--- config.mk ---
export PLATFORM = sky130hd
export DESIGN_NAME = hbd_host_port
export DESIGN_NICKNAME = d
export VERILOG_FILES = /design/src/hbd_pkg.sv /design/src/hbd_host_port.sv
export SDC_FILE = /design/constraint.sdc
export NUM_CORES = 1
export LEC_CHECK = 0
export BUFFER_PORTS_ARGS = -buffer_cell sky130_fd_sc_hd__buf_2
export CAP_MARGIN = 0
export CELL_PAD_IN_SITES_DETAIL_PLACEMENT = 1
export CELL_PAD_IN_SITES_GLOBAL_PLACEMENT = 1
export CORE_AREA = 4 4 144 215
export CTS_BUF_LIST = sky130_fd_sc_hd__clkbuf_4 sky130_fd_sc_hd__clkbuf_8 sky130_fd_sc_hd__clkbuf_16
export DETAILED_ROUTE_END_ITERATION = 12
export DIE_AREA = 0 0 148 219
export PLACE_DENSITY_LB_ADDON = 0.3
export SETUP_SLACK_MARGIN = 0.2
export SYNTH_ARGS = -nofsm -noshare
export SYNTH_HDL_FRONTEND = slang
export SYNTH_HIERARCHICAL = 1
export SYNTH_SLANG_ARGS = --single-unit
--- constraint.sdc ---
create_clock -name i_clock -period 8.1 [get_ports i_clock]
set_clock_uncertainty 0.05 [all_clocks]
set_input_delay 1.62 -clock i_clock [delete_from_list [all_inputs] [get_ports i_clock]]
set_output_delay 1.62 -clock i_clock [all_outputs]
set_load 0.1 [all_outputs]
--- src/hbd_pkg.sv ---
// ----------------------------------------------------------------------------
// Shared constants and carriers for the host bus handshake and decode block
// ----------------------------------------------------------------------------
package hbd_pkg;

    // ------------------------------------------------------------------------
    // Clocking and timing
    // ------------------------------------------------------------------------
    localparam int CLOCK_PERIOD_NS    = 10;
    localparam int LOCAL_BUS_CLOCK_MAX_KHZ       = 50000;
    localparam int LOCAL_BUS_CLOCK_EISA_MAX_KHZ  = 8330;
    // Wait time inserted on an asynchronous cycle when zero-wait is off
    localparam int ASYNC_WAIT_NS      = 40;
    localparam int ASYNC_WAIT_CYCLES  = (ASYNC_WAIT_NS + CLOCK_PERIOD_NS - 1) / CLOCK_PERIOD_NS;
    localparam int WAIT_CNT_WIDTH     = 4;
    localparam logic [3:0] WAIT_CNT_LAST = 4'(ASYNC_WAIT_CYCLES - 1);

    // ------------------------------------------------------------------------
    // Data path and decode
    // ------------------------------------------------------------------------
    localparam int DATA_WIDTH         = 32;
    localparam int FIFO_DEPTH         = 4;
    localparam int ADDR_WIDTH         = 12;
    localparam int BASE_WIDTH         = 8;
    localparam logic [3:0] BASE_LOW_NIBBLE = 4'h0;
    localparam logic [3:0] FULL_LANES      = 4'hF;
    localparam logic [3:0] NO_LANES        = 4'h0;

    // ------------------------------------------------------------------------
    // Host pins as seen after the two-stage synchroniser
    // ------------------------------------------------------------------------
    typedef struct packed {
        logic                  local_bus_clock;
        logic                  rd_n;
        logic                  wr_n;
        logic                  dps_n;
        logic                  aq;
        logic                  vl_n;
        logic                  wnr;
        logic                  rtn_n;
        logic [3:0]            be_n;
        logic [ADDR_WIDTH-1:0] addr;
        logic [DATA_WIDTH-1:0] data;
    } hbd_pins_type;

    // Idle bus: clock parked high, strobes and selects released
    localparam hbd_pins_type PINS_RESET = '{
        local_bus_clock  : 1'b1,
        rd_n  : 1'b1,
        wr_n  : 1'b1,
        dps_n : 1'b1,
        aq    : 1'b1,
        vl_n  : 1'b1,
        wnr   : 1'b0,
        rtn_n : 1'b1,
        be_n  : 4'hF,
        addr  : 12'h000,
        data  : 32'h0000_0000
    };

    typedef enum {A_IDLE, A_HOLD, A_DONE} hbd_async_state_type;
    typedef enum {S_IDLE, S_ACCESS, S_DONE} hbd_sync_state_type;

endpackage : hbd_pkg

--- src/hbd_host_port.sv ---
// How it works
// - Async ready is open drain, released on the crystal clock.
// - Async ready held low for wait states while zero-wait is off.
// - Async data read waits while the read FIFO holds under 4 bytes.
// - Async data write waits while the write FIFO is full.
// - In VL mode sync ready idles high, falls to mark completion.
// - Sync ready only changes on local bus clock edges.
// - Burst mode samples ready-return on falling local clock edges.
// - Burst mode holds synchronous cycles until ready-return sampled high.
// - Interrupt output goes high on a status event.
// - No interrupt line selection exists; the interrupt output is one fixed line.
// - Local device hit low when qualifier low and address matches base.
// - Local device hit is combinational from raw address and qualifier.
// - Data path select grants data access regardless of address decode.
// - Data path accesses move 32 bits each cycle.
// - Mode select low picks VL, high picks burst mode for sync cycles.
// - Address decode only enabled while the qualifier is low.
// - Byte lanes ignored under data path select; full 32 bits assumed.
// - Direction high means write, low means read for sync cycles.
`timescale 1ns/1ps

// ----------------------------------------------------------------------------
// Flip-flop FIFO with valid/ready on both sides
// ----------------------------------------------------------------------------
module hbd_fifo #(
    parameter int WIDTH = 32,
    parameter int DEPTH = 4
) (
    input  wire logic             i_clock,
    input  wire logic             i_rst,
    input  wire logic [WIDTH-1:0] i_in_data,
    input  wire logic             i_in_valid,
    output logic                  o_in_ready,
    output logic      [WIDTH-1:0] o_out_data,
    output logic                  o_out_valid,
    input  wire logic             i_out_ready
);
    localparam int PTR_W = (DEPTH > 1) ? $clog2(DEPTH) : 1;
    localparam int CNT_W = $clog2(DEPTH + 1);
    localparam logic [CNT_W-1:0] CNT_FULL = CNT_W'(DEPTH);
    localparam logic [PTR_W-1:0] PTR_LAST = PTR_W'(DEPTH - 1);

    logic [WIDTH-1:0] mem_reg [DEPTH];
    logic [PTR_W-1:0] wr_ptr_reg;
    logic [PTR_W-1:0] rd_ptr_reg;
    logic [CNT_W-1:0] count_reg;
    logic [CNT_W-1:0] count_next;
    wire              push;
    wire              pop;

    assign o_in_ready  = (count_reg != CNT_FULL);
    assign o_out_valid = (count_reg != '0);
    assign o_out_data  = mem_reg[rd_ptr_reg];
    assign push        = i_in_valid & o_in_ready;
    assign pop         = o_out_valid & i_out_ready;

    always_comb begin
        count_next = count_reg;
        if (push & ~pop) begin
            count_next = count_reg + 1'b1;
        end else if (pop & ~push) begin
            count_next = count_reg - 1'b1;
        end
    end

    always_ff @(posedge i_clock or posedge i_rst) begin
        if (i_rst) begin
            wr_ptr_reg <= '0;
            rd_ptr_reg <= '0;
            count_reg  <= '0;
        end else begin
            count_reg <= count_next;
            if (push) begin
                wr_ptr_reg <= (wr_ptr_reg == PTR_LAST) ? '0 : wr_ptr_reg + 1'b1;
            end
            if (pop) begin
                rd_ptr_reg <= (rd_ptr_reg == PTR_LAST) ? '0 : rd_ptr_reg + 1'b1;
            end
        end
    end

    // Storage carries no reset; only the pointers and the count must be defined
    always_ff @(posedge i_clock) begin
        if (push) begin
            mem_reg[wr_ptr_reg] <= i_in_data;
        end
    end

endmodule : hbd_fifo

// ----------------------------------------------------------------------------
// Host bus handshake, ready generation and local device decode
// ----------------------------------------------------------------------------
module hbd_host_port #(
    parameter int DEPTH = 4
) (
    input  wire logic                           i_clock,
    input  wire logic                           i_rst,
    input  wire logic                           i_local_bus_clock,
    input  wire logic                           i_read_strobe_n,
    input  wire logic                           i_write_strobe_n,
    input  wire logic                           i_data_path_select_n,
    input  wire logic                           i_address_qualifier,
    input  wire logic                           i_vl_mode_select_n,
    input  wire logic                           i_write_not_read,
    input  wire logic                           i_ready_return_n,
    input  wire logic [3:0]                     i_byte_lane_enable_n,
    input  wire logic [hbd_pkg::ADDR_WIDTH-1:0] i_upper_address_lines,
    input  wire logic [hbd_pkg::DATA_WIDTH-1:0] i_data,
    output logic      [hbd_pkg::DATA_WIDTH-1:0] o_data,
    output logic                                o_data_oe,
    output logic                                o_async_ready_od_o,
    output logic                                o_async_ready_od_oe,
    output logic                                o_sync_ready_n,
    output logic                                o_local_device_hit_n,
    output logic                                o_host_interrupt,
    output logic      [3:0]                     o_lane_select,
    input  wire logic [hbd_pkg::BASE_WIDTH-1:0] i_base_high,
    input  wire logic                           i_zero_wait,
    input  wire logic                           i_status_pending,
    input  wire logic [hbd_pkg::DATA_WIDTH-1:0] i_rx_data,
    input  wire logic                           i_rx_valid,
    output logic                                o_rx_ready,
    output logic      [hbd_pkg::DATA_WIDTH-1:0] o_tx_data,
    output logic                                o_tx_valid,
    input  wire logic                           i_tx_ready
);
    import hbd_pkg::*;

    // ------------------------------------------------------------------------
    // Pin synchroniser
    // ------------------------------------------------------------------------
    hbd_pins_type              pins_raw;
    hbd_pins_type              pins_meta_reg;
    hbd_pins_type              pins_reg;
    logic                      local_bus_clock_prev_reg;
    wire                       local_bus_clock_rise;
    wire                       local_bus_clock_fall;

    assign pins_raw = '{
        local_bus_clock  : i_local_bus_clock,
        rd_n  : i_read_strobe_n,
        wr_n  : i_write_strobe_n,
        dps_n : i_data_path_select_n,
        aq    : i_address_qualifier,
        vl_n  : i_vl_mode_select_n,
        wnr   : i_write_not_read,
        rtn_n : i_ready_return_n,
        be_n  : i_byte_lane_enable_n,
        addr  : i_upper_address_lines,
        data  : i_data
    };

    always_ff @(posedge i_clock or posedge i_rst) begin
        if (i_rst) begin
            pins_meta_reg <= PINS_RESET;
            pins_reg      <= PINS_RESET;
            local_bus_clock_prev_reg <= 1'b1;
        end else begin
            pins_meta_reg <= pins_raw;
            pins_reg      <= pins_meta_reg;
            local_bus_clock_prev_reg <= pins_reg.local_bus_clock;
        end
    end

    // A parked-high local clock gives no edges, so the sync engine keeps its current state
    assign local_bus_clock_rise = pins_reg.local_bus_clock & ~local_bus_clock_prev_reg;
    assign local_bus_clock_fall = ~pins_reg.local_bus_clock & local_bus_clock_prev_reg;

    // ------------------------------------------------------------------------
    // Decode
    // ------------------------------------------------------------------------
    wire [ADDR_WIDTH-1:0] base_match;
    wire                  raw_hit;
    wire                  reg_hit;
    wire                  data_sel;
    wire                  burst_mode;

    assign base_match = {i_base_high, BASE_LOW_NIBBLE};
    // Bypasses the synchroniser on purpose: the host needs this decode early
    assign raw_hit              = ~i_address_qualifier & (i_upper_address_lines == base_match);
    assign o_local_device_hit_n = ~raw_hit;
    assign reg_hit              = ~pins_reg.aq & (pins_reg.addr == base_match);
    assign data_sel             = ~pins_reg.dps_n;
    assign burst_mode           = pins_reg.vl_n;

    // ------------------------------------------------------------------------
    // FIFOs
    // ------------------------------------------------------------------------
    wire [DATA_WIDTH-1:0] rd_fifo_data;
    wire                  rd_fifo_valid;
    wire                  wr_fifo_ready;
    wire                  rd_pop;
    wire                  wr_push;

    hbd_fifo #(
        .WIDTH (DATA_WIDTH),
        .DEPTH (DEPTH)
    ) u_read_fifo (
        .i_clock     (i_clock),
        .i_rst       (i_rst),
        .i_in_data   (i_rx_data),
        .i_in_valid  (i_rx_valid),
        .o_in_ready  (o_rx_ready),
        .o_out_data  (rd_fifo_data),
        .o_out_valid (rd_fifo_valid),
        .i_out_ready (rd_pop)
    );

    hbd_fifo #(
        .WIDTH (DATA_WIDTH),
        .DEPTH (DEPTH)
    ) u_write_fifo (
        .i_clock     (i_clock),
        .i_rst       (i_rst),
        .i_in_data   (pins_reg.data),
        .i_in_valid  (wr_push),
        .o_in_ready  (wr_fifo_ready),
        .o_out_data  (o_tx_data),
        .o_out_valid (o_tx_valid),
        .i_out_ready (i_tx_ready)
    );

    // ------------------------------------------------------------------------
    // Asynchronous cycle engine
    // ------------------------------------------------------------------------
    hbd_async_state_type       a_state_reg;
    hbd_sync_state_type        s_state_reg;
    logic [WAIT_CNT_WIDTH-1:0] wait_cnt_reg;
    logic                      a_read_reg;
    logic                      a_data_reg;
    wire                       strobe_active;
    wire                       async_start;
    wire                       sync_start;
    wire                       wait_done;
    wire                       async_fifo_ok;
    wire                       async_go;
    wire                       async_xfer;

    assign strobe_active = ~pins_reg.rd_n | ~pins_reg.wr_n;
    assign sync_start    = (s_state_reg == S_IDLE) & (a_state_reg == A_IDLE) & local_bus_clock_rise & data_sel;
    assign async_start   = (a_state_reg == A_IDLE) & (s_state_reg == S_IDLE) & ~sync_start &
                           strobe_active & (data_sel | reg_hit);
    assign wait_done     = i_zero_wait | (wait_cnt_reg == WAIT_CNT_LAST);
    // One 32-bit word is exactly 4 bytes, so "under 4 bytes" means empty
    assign async_fifo_ok = ~a_data_reg | (a_read_reg ? rd_fifo_valid : wr_fifo_ready);
    assign async_go      = (a_state_reg == A_HOLD) & wait_done & async_fifo_ok;
    assign async_xfer    = async_go & a_data_reg;

    always_ff @(posedge i_clock or posedge i_rst) begin
        if (i_rst) begin
            a_state_reg  <= A_IDLE;
            wait_cnt_reg <= '0;
            a_read_reg   <= 1'b0;
            a_data_reg   <= 1'b0;
        end else begin
            case (a_state_reg)
                A_IDLE: begin
                    wait_cnt_reg <= '0;
                    if (async_start) begin
                        a_read_reg  <= ~pins_reg.rd_n;
                        a_data_reg  <= data_sel;
                        a_state_reg <= A_HOLD;
                    end
                end
                A_HOLD: begin
                    if (!wait_done) begin
                        wait_cnt_reg <= wait_cnt_reg + 1'b1;
                    end
                    if (async_go) begin
                        a_state_reg <= A_DONE;
                    end
                end
                A_DONE: begin
                    if (!strobe_active) begin
                        a_state_reg <= A_IDLE;
                    end
                end
                default: begin
                    a_state_reg <= A_IDLE;
                end
            endcase
        end
    end

    // Open drain: only ever pulls low; release timing follows the crystal clock
    assign o_async_ready_od_o  = 1'b0;
    assign o_async_ready_od_oe = (a_state_reg == A_HOLD) & ~async_go;

    // ------------------------------------------------------------------------
    // Synchronous cycle engine
    // ------------------------------------------------------------------------
    logic s_write_reg;
    logic sync_ready_n_reg;
    wire  rtn_ok;
    wire  sync_fifo_ok;
    wire  sync_xfer;

    // Ready-return is only looked at on the falling local clock edge
    assign rtn_ok       = ~burst_mode | pins_reg.rtn_n;
    assign sync_fifo_ok = s_write_reg ? wr_fifo_ready : rd_fifo_valid;
    assign sync_xfer    = (s_state_reg == S_ACCESS) & local_bus_clock_fall & rtn_ok & sync_fifo_ok;

    always_ff @(posedge i_clock or posedge i_rst) begin
        if (i_rst) begin
            s_state_reg      <= S_IDLE;
            s_write_reg      <= 1'b0;
            sync_ready_n_reg <= 1'b1;
        end else begin
            case (s_state_reg)
                S_IDLE: begin
                    if (sync_start) begin
                        s_write_reg <= pins_reg.wnr;
                        s_state_reg <= S_ACCESS;
                    end
                end
                S_ACCESS: begin
                    if (sync_xfer) begin
                        if (!burst_mode) begin
                            sync_ready_n_reg <= 1'b0;
                            s_state_reg      <= S_DONE;
                        end else begin
                            s_state_reg <= S_IDLE;
                        end
                    end
                end
                S_DONE: begin
                    if (local_bus_clock_fall) begin
                        sync_ready_n_reg <= 1'b1;
                        s_state_reg      <= S_IDLE;
                    end
                end
                default: begin
                    s_state_reg <= S_IDLE;
                end
            endcase
        end
    end

    assign o_sync_ready_n = sync_ready_n_reg;

    // ------------------------------------------------------------------------
    // Data movement
    // ------------------------------------------------------------------------
    logic [DATA_WIDTH-1:0] data_out_reg;
    logic [3:0]            lane_reg;
    logic                  interrupt_reg;
    wire  [3:0]            lane_next;

    // The two engines never run together, so their transfers cannot collide
    assign wr_push   = (async_xfer & ~a_read_reg) | (sync_xfer & s_write_reg);
    assign rd_pop    = (async_xfer & a_read_reg) | (sync_xfer & ~s_write_reg);
    assign lane_next = data_sel ? FULL_LANES : ~pins_reg.be_n;

    always_ff @(posedge i_clock or posedge i_rst) begin
        if (i_rst) begin
            data_out_reg  <= '0;
            lane_reg      <= NO_LANES;
            interrupt_reg <= 1'b0;
        end else begin
            if (rd_pop) begin
                data_out_reg <= rd_fifo_data;
            end
            if (async_start | sync_start) begin
                lane_reg <= lane_next;
            end
            // Single fixed interrupt line, no routing choice
            interrupt_reg <= i_status_pending;
        end
    end

    assign o_data           = data_out_reg;
    assign o_data_oe        = ((a_state_reg != A_IDLE) & a_read_reg & ~pins_reg.rd_n) |
                              ((s_state_reg != S_IDLE) & ~s_write_reg);
    assign o_lane_select    = lane_reg;
    assign o_host_interrupt = interrupt_reg;

endmodule : hbd_host_port

* Word-level counts from Yosys, hierarchy flattened
Memory sizes are Yosys's and may differ from the RTL's. A register that Yosys moved wholly into a read port is not among the register bits. Index checks and enable logic that the tools add are counted.
Word-level totals: register bits after elaboration 204, memory bits (writable) 256, input port bits 102, word-level logic and storage cells 180, memories kept 2
Operators by class: add/sub/neg operators 9, equality and inequality tests 23, mux-type cells 30, bitwise gates (word level) 60, reductions and logical operators 18
Memories:
- u_read_fifo.mem_reg | words 4, width 32, rd ports 1, clocked after Yosys merged registers in 1, write ports 1, line hbd_host_port.sv:43 | logic [WIDTH-1:0] mem_reg [DEPTH];
- u_write_fifo.mem_reg | words 4, width 32, rd ports 1, clocked after Yosys merged registers in 0, write ports 1, line hbd_host_port.sv:43
Operators with widths (count):
- $mux 32 | 6
- $pmux 32 s3 | 2
- $eq 32x2->1 const B | 4
- $logic_not 32->1 | 4
- $eq 32x1->1 const B | 2
- $reduce_bool 32->1 | 2
- $and 1x1->1 | 32
- $eq 12x12->1 | 2
- $not 1->1 | 18
- $ne 2x2->1 const B | 8
- $mux 3 | 4
- $mux 2 | 5
- $mux 1 | 9
- $or 1x1->1 | 9
- $add 2x1->2 const B | 4
- $eq 2x2->1 const B | 4
- $mux 4 | 2
- $pmux 4 s2 | 1
- $reduce_bool 2->1 | 4
- $add 3x1->3 const B | 2
- $ne 3x3->1 const B | 2
- $reduce_and 2->1 | 3
- $reduce_and 3->1 | 2
- $reduce_bool 3->1 | 2
- other kinds (6) | 7

* Logic depth before layout (Yosys ltp)
Gate-level depths: netlist (run 1).
depth after elaboration 12, depth in mapped cells 13, mapped depth without buffers 13

* Modules after synthesis
Netlist (run 1), hierarchy kept.
Modules (own cells, without submodules):
- hbd_fifo | times used 2, cells each 206, area each 5109.9 um2, seq. area each 4018.9 um2
- hbd_host_port | times used 1, cells each 307, area each 5298.8 um2, seq. area each 4083.9 um2

* Worst setup path after synthesis (run 1)
No wires, ideal clock.
path kind input port to output port, start input i_upper_address_lines[0] in the netlist's numbering, end output o_local_device_hit_n, arrival 3319 ps, required time 6430 ps, path slack 3111 ps, stages on the path 3, buffers on the path 0, cell sequence or4_1 nor4_1 nand4_1
On the way: longest elaborated chain between the ends 3
RTL lines:
- from (decl) | line hbd_host_port.sv:108 | input wire logic [hbd_pkg::ADDR_WIDTH-1:0] i_upper_address_lines,
- $eq 12x12->1 | line hbd_host_port.sv:181 | assign raw_hit = ~i_address_qualifier & (i_upper_address_lines == base_match);
- $and 1x1->1 | line hbd_host_port.sv:181
- $not 1->1 | line hbd_host_port.sv:182 | assign o_local_device_hit_n = ~raw_hit;
- to (decl) | line hbd_host_port.sv:115 | output logic o_local_device_hit_n,
Every way passes these cells.

* Worst setup path after layout (run 1)
Same ends and word-level chain as after synthesis.

==> summary.md, run 1 <==
| Metric | Value |
|---|---|
| Slowest library cell on the worst path | or4_1 |
| Final Hold Vio Count | 0 |
| Grt ovf | 0 |
| Die X | 148 µm |
| YS warnings | 6 |
| Setup WS pre-CTS | 3400 ps |
| Maximum vdd ir drop | 0.428 mV |
| Layout cells sized above 1 | 42.6% |
| Post-CTS resize count | 0 |
| Detailed-route via count | 7,146 |
| Number of synthesized register bits | 432 |
| Top Ports | 178 |
| Die ar. | 32,400 µm² |
| MaxCap Viol Count | 0 |
| Most frequent cells in the layout | 256 x edfxtp_1, 176 x buf_2, 150 x dfrtp_1 |
| Most common cell after layout, fill and taps aside | edfxtp_1 |
| Top post-synthesis cells by area | edfxtp_1 50%, dfrtp_1 25%, mux4_2 8.1% |
| CP cell instances | buf_2 > or4_1 > nor4_1 > nand4_1 > buf_2 |
| Hold_buf cts | 0 |
| Post-CTS setup buffers | 0 |
| Synth Flop Type | edfxtp_1 |
| CP required | 6430 ps |
| Nets | 1,043 |
| Core Region | 29,300 µm² |
| EDFF count, synth | 256 |
| Antenna Nets Post-Route | 0 |
| Clk_lat worst skew | 530 ps |
| Distinct cell type count after synthesis | 53 |
| Fillers | 2,546 |
| Share of the synthesized area in the top cell type | 49.5% |
| Vias in the first global route | 8,223 |
| CP Max Fanout | 2 |
| CP peak stage delay | 540 ps |
| Post-synthesis sequential area ratio | 78.1% |
| Critical Path End Type | output pin |
| H-tree depth | 2 |
| Storage cell area | 12,100 µm² |
| PnR worst setup slack | 3390 ps |
| Num rows | 77 |
| Starting Density | 53.0% |
| Root Buffer | clkbuf_16 |
| Drt pass-1 iters | 4 |
| Initial antenna violation count | 3 |
| Syn_nets | 836 |
| WP data arrival | 3040 ps |
| Maximum clock rate | 0.212 GHz |
| Global-route wire length before repair | 46,600 µm |
| CTS tree | yes |
| Vias per cell | 5.28 |
| Setup tns final | 0 ps |
| Worst min-delay path class | flop to flop |
| CTS clk-pin slew, worst paths | 60 ps |
| Total GRT Usage | 18.8% |
| Worst Setup Start Kind | input port |
| Fin crit share | 58.2% |
| WL per Instance | 21.5 µm |
| Mapped Area | 15,500 µm² |
| Pwr/cell area | 407 nW/µm² |
| DRC errors left | 0 |
| WP buf/inv | 2 |
| Max_slew headroom | 30.5% |
| Worst hold slack | 298 ps |
| Slew Viols, Final | 0 |
| Max clock buf depth | 3 |
| TritonCTS buffer count | 40 |
| Cell family with most CP delay | simple AND/OR/NAND/NOR gates |
| Largest net degree at the start of global routing | 84 |
| Area occupied by multi-input gates | 3130 µm² |
| RePlAce Congestion | 0.766 |
| Async S/R FF share, synth | 40.7% |
| Most frequent CP cell | buf_2 |
| Status | complete, no violations |
| Die height | 219 µm |
| RSZ-0062 raised after global routing | false |
| Synthesized area per cell | 21.6 µm² |
| Buffers on Ports | 176 |
| Worst slew pin tran | 1040 ps |
| Initial DRC count | 279 |
| Endpoints failing setup | 0 |
| P_leak | 6.95 nW |
| P&R area growth vs syn | 16.9% |
| Synth area leader | edfxtp_1 |
| DP HPWL | 18,500 µm |
| Synth Instances | 719 |
| DRT Wirelength | 29,100 µm |
| Crit Path Class | input port to output pin |
| Clock sinks | 432 |
| Final worst path period need | 4710 ps |
[report_power, final]
group / internal [W] / switching, W
Combinational: 0.000676 / 0.00191
Clock: 0.00116 / 0.000770
Sequential: 0.00269 / 0.000179
Total: 0.00452 / 0.00286
[cell type report]
class	instances	area share, %
flip-flops and latches	432	66.8
multi-input cells	253	17.3
clock buffers	53	6.32
repair buffers	186	5.27
well taps	395	2.72
clock inverters	19	1.27
inverters	13	0.297
diodes	2	0.0276
[path summary, 6_finish.rpt]
check,from,to,slack (ps),depth (start not counted)
setup / recovery,i_upper_address_lines[0],o_local_device_hit_n,3390,5
hold / removal,pins_meta_reg[10],pins_reg[10],300,0
setup reg to reg,wait_cnt_reg[0],u_read_fifo/count_reg[1],5040,10
hold reg to reg,pins_meta_reg[10],pins_reg[10],300,0
max in group asynchronous,i_rst,pins_meta_reg[37],5240,3
min in group asynchronous,i_rst,u_write_fifo/wr_ptr_reg[1],1020,2
[per-stage QoR]
stage	cell area, µm²	cells	utilization [%]	power, W
6_report	18100	1353	61.9	0.00738
5_1_grt	18100	1352	61.9	0.00771
4_1_cts	18100	1351	61.9	0.00749
3_5_place_dp	16800	1279	57.2	0.00553
3_3_place_gp	16800	1279	57.2	0.00547
2_1_floorplan	15500	719	-	0.00514
[logic make-up after synthesis]
| family | count (synthesis) | share of synthesized area [%] |
|---|---|---|
| flip-flops | 432 | 78.1 |
| multiplexers | 114 | 13.1 |
| adder cells (fa/ha/maj) | 15 | 1.31 |
| XOR/XNOR | 22 | 1.24 |
| buffers and inverters | 34 | 1.74 |
| AO/OA/AOI/OAI | 25 | 1.51 |
| other | 1 | 0.0242 |
| AND/OR/NAND/NOR | 76 | 3.00 |
[synth_stat cells (all sizes together), types with 3 or more instances]
library cell	number
a21o	4
a21oi	4
a22o	5
and2	14
buf	19
dfrtp	152
dfstp	24
edfxtp	256
ha	13
inv	13
mux2	45
mux2i	5
mux4	64
nand2	14
nor2	20
nor3	3
nor3b	4
nor4	4
or4	3
xnor2	4
xor2	18
[metal layers]
layer  part of all wire [%]  vias up  global-route usage (%)
met5                  0.024        -                       0
met3                    4.8       45                    4.13
met4                    2.3        2                    5.45
met2                     55      159                    33.9
met1                     38     3757                    22.7
li1                       -     3183                       -
No activity file was read; power rests on OpenSTA's default activity.
==> run 2: changes to the inputs <==
--- a/config.mk
+++ b/config.mk
@@ -5,14 +5,15 @@
 export SDC_FILE = /design/constraint.sdc
 export NUM_CORES = 1
 export LEC_CHECK = 0
+export ABC_AREA = 1
 export BUFFER_PORTS_ARGS = -buffer_cell sky130_fd_sc_hd__buf_2
 export CAP_MARGIN = 0
 export CELL_PAD_IN_SITES_DETAIL_PLACEMENT = 1
 export CELL_PAD_IN_SITES_GLOBAL_PLACEMENT = 1
-export CORE_AREA = 4 4 144 215
+export CORE_AREA = 4 4 165 246
 export CTS_BUF_LIST = sky130_fd_sc_hd__clkbuf_4 sky130_fd_sc_hd__clkbuf_8 sky130_fd_sc_hd__clkbuf_16
 export DETAILED_ROUTE_END_ITERATION = 12
-export DIE_AREA = 0 0 148 219
+export DIE_AREA = 0 0 169 250
 export PLACE_DENSITY_LB_ADDON = 0.3
 export SETUP_SLACK_MARGIN = 0.2
 export SYNTH_ARGS = -nofsm -noshare
==> constraint.sdc (replaced) <==
create_clock -name i_clock -period 3.8 [get_ports i_clock]
set_clock_uncertainty 0.05 [all_clocks]
set_input_delay 0.76 -clock i_clock [delete_from_list [all_inputs] [get_ports i_clock]]
set_output_delay 0.76 -clock i_clock [all_outputs]
set_load 0.1 [all_outputs]
==> run 2 against run 1 <==
Hold slack worse by 130 ps. Via count rose by 39%. Clock-buffer cell count is 5 higher. Cell count increased by 50%. Cell area rose by 6.4%. Clock power rose by 130%. Combinational power increased by 140%. Sequential power rose by 120%. Total power rose by 130%. Sequential share of layout area decreased by 4.0 points. Sequential cell count unchanged.
==> summary.md, run 2 <==
| Metric | Value |
|---|---|
| Status | complete, no violations |
| Initial DRC count | 374 |
| Die height | 250 µm |
| Slew Viols, Final | 0 |
| Synth Flop Type | edfxtp_1 |
| DP HPWL | 23,500 µm |
| CP Max Fanout | 81 |
| Endpoints failing setup | 0 |
| Post-synth top cells | 348 x nand2_1, 256 x edfxtp_1, 189 x inv_1, 152 x dfrtp_1, 128 x o211ai_1 |
| EDFF count, synth | 256 |
| CTS clk-pin slew, worst paths | 60 ps |
| TritonCTS buffer count | 42 |
| P_leak | 8.36 nW |
| Antenna Nets Post-Route | 0 |
| WP data arrival | 2600 ps |
| Global-route wire length before repair | 57,300 µm |
| Reg2Reg Setup Slack | 860 ps |
| Buffers on Ports | 176 |
| Max_slew headroom | 39.5% |
| Synth area leader | edfxtp_1 |
| Clock power share | 26.0% |
| Clk_lat worst skew | 540 ps |
| Maximum vdd ir drop | 0.763 mV |
| Maximum clock rate | 0.293 GHz |
| Worst setup path end | o_tx_data[22] |
| Num rows | 88 |
| Post-CTS setup buffers | 0 |
| Internal power | 0.00953 W |
| Total GRT Usage | 17.1% |
| Die X | 169 µm |
| Grt ovf | 0 |
| Nets | 1,610 |
| Worst hold slack | 166 ps |
| Max clock buf depth | 3 |
| RR Endpoint | u_write_fifo/count_reg[2] |
| YS warnings | 6 |
| Worst slew pin tran | 907 ps |
| H-tree depth | 2 |
| Number of synthesized register bits | 432 |
| Comb power frac | 36.8% |
| Switching share of total power | 43.3% |
| Flop pwr share | 37.3% |
| Most common cell after layout, fill and taps aside | nand2_1 |
| Worst min-delay path class | input port to asynchronous set/reset pin |
| Distinct cell type count after synthesis | 34 |
| Synth Instances | 1,304 |
| Clock sinks | 432 |
| RePlAce Congestion | 0.788 |
| CP required | 2990 ps |
| CTS tree | yes |
| Psw | 0.00729 W |
| Final Hold Vio Count | 0 |
| MaxCap Viol Count | 0 |
| DRT Wirelength | 36,000 µm |
| Vias in the first global route | 10,886 |
| Pwr/cell area | 871 nW/µm² |
| Async S/R FF share, synth | 40.7% |
| Top Ports | 178 |
| Root Buffer | clkbuf_16 |
| Die ar. | 42,300 µm² |
| Synthesized area per cell | 12.5 µm² |
| Critical Path End Type | output pin |
| Crit. Startpoint | u_write_fifo/rd_ptr_reg[0] |
| Most frequent cells in the layout | 348 x nand2_1, 256 x edfxtp_1, 188 x inv_1 |
| R2R Path Start | u_read_fifo/count_reg[0] |
| RSZ-0062 raised after global routing | false |
| Initial antenna violation count | 7 |
| Syn_nets | 1,421 |
| Largest net degree at the start of global routing | 91 |
| Top post-synthesis cells by area | edfxtp_1 47%, dfrtp_1 23%, nand2_1 8.0% |
| Layout cells sized above 1 | 21.2% |
| Crit Path Class | flop to output pin |
| P&R area growth vs syn | 18.3% |
| Post-CTS resize count | 0 |
| Final worst path period need | 3410 ps |
| Fin util | 50.2% |
| Vias per cell | 4.90 |
| DRC errors left | 0 |
| Post-synthesis sequential area ratio | 74.3% |
| Worst Setup Start Kind | flop |
| Drt pass-1 iters | 4 |
| Core Region | 38,400 µm² |
| WL per Instance | 17.8 µm |
| Fin crit share | 89.8% |
| Share of the synthesized area in the top cell type | 47.1% |
| Starting Density | 42.5% |
| R2R depth | 15 |
| Mapped Area | 16,300 µm² |
| Detailed-route via count | 9,917 |
| Setup tns final | 0 ps |
| Hold_buf cts | 0 |
| Top-count cell post-synth | nand2_1 |
==> run 2: layout make-up <==
class | count | area [µm²]
clock buffers | 58 | 1250
well taps | 495 | 619
inverters | 194 | 732
clock inverters | 20 | 244
fillers | 3998 | 19100
repair buffers | 197 | 1090
multi-input cells | 626 | 3240
flip-flops and latches | 432 | 12100
diodes | 3 | 7.51
==> run 2: layer usage <==
metal / global-route usage (%) / part of all wire [%] / vias to the layer above
li1: - / - / 4721
met1: 18.4 / 36 / 4951
met2: 33.2 / 56 / 174
met3: 3.41 / 4.7 / 63
met4: 4.88 / 2.3 / 8
met5: 0 / 0.11 / -
==> run 2: worst min-delay path by stage <==
stage | start | cells after the start | end
finish | i_rst | 2 | u_read_fifo/rd_ptr_reg[1]
global route | i_rst | 2 | u_read_fifo/rd_ptr_reg[1]
CTS | i_rst | 2 | u_read_fifo/rd_ptr_reg[1]
detailed placement | pins_meta_reg[31] | 0 | pins_reg[31]
global placement | pins_meta_reg[38] | 0 | pins_reg[38]
floorplan | pins_meta_reg[0] | 0 | pins_reg[0]
==> run 2: worst max-delay path, stage by stage, from the launching register on <==
cell      delay, ps
dfrtp_4         940
buf_4           400
o211ai_1        180
nand2_1         110
buf_2           430
==> run 2: power groups by stage <==
| stage | Combinational (W) | Clock (W) | Sequential, W |
|---|---|---|---|
| 6_report | 0.00618 | 0.00437 | 0.00627 |
| 5_1_grt | 0.00661 | 0.00470 | 0.00638 |
| 3_3_place_gp | 0.00613 | 0 | 0.00631 |
| 2_1_floorplan | 0.00399 | 0 | 0.00730 |
| 4_1_cts | 0.00628 | 0.00450 | 0.00628 |
| 3_5_place_dp | 0.00625 | 0 | 0.00637 |
==> run 2: stage by stage <==
step	std cells	cell area [µm²]	setup WS, ps	total power, W
final	2025	19300	386	0.0168
after global routing	2024	19300	220	0.0177
after floorplan	1304	16300	355	0.0113
after detailed placement	1944	17800	765	0.0126
after CTS	2022	19300	357	0.0171
after global placement	1944	17800	816	0.0124
==> run 2: kinds of logic (layout without fill, tap and decap cells) <==
logic type | count (synthesis) | after routing | synth area share [%]
buf+inv | 246 | 469 | 6.23
xor+xnor | 5 | 5 | 0.268
fa+ha+maj | 15 | 15 | 1.24
other cells | 1 | 4 | 0.0230
flops | 432 | 432 | 74.3
simple gates | 461 | 461 | 11.5
compound gates | 144 | 144 | 6.45
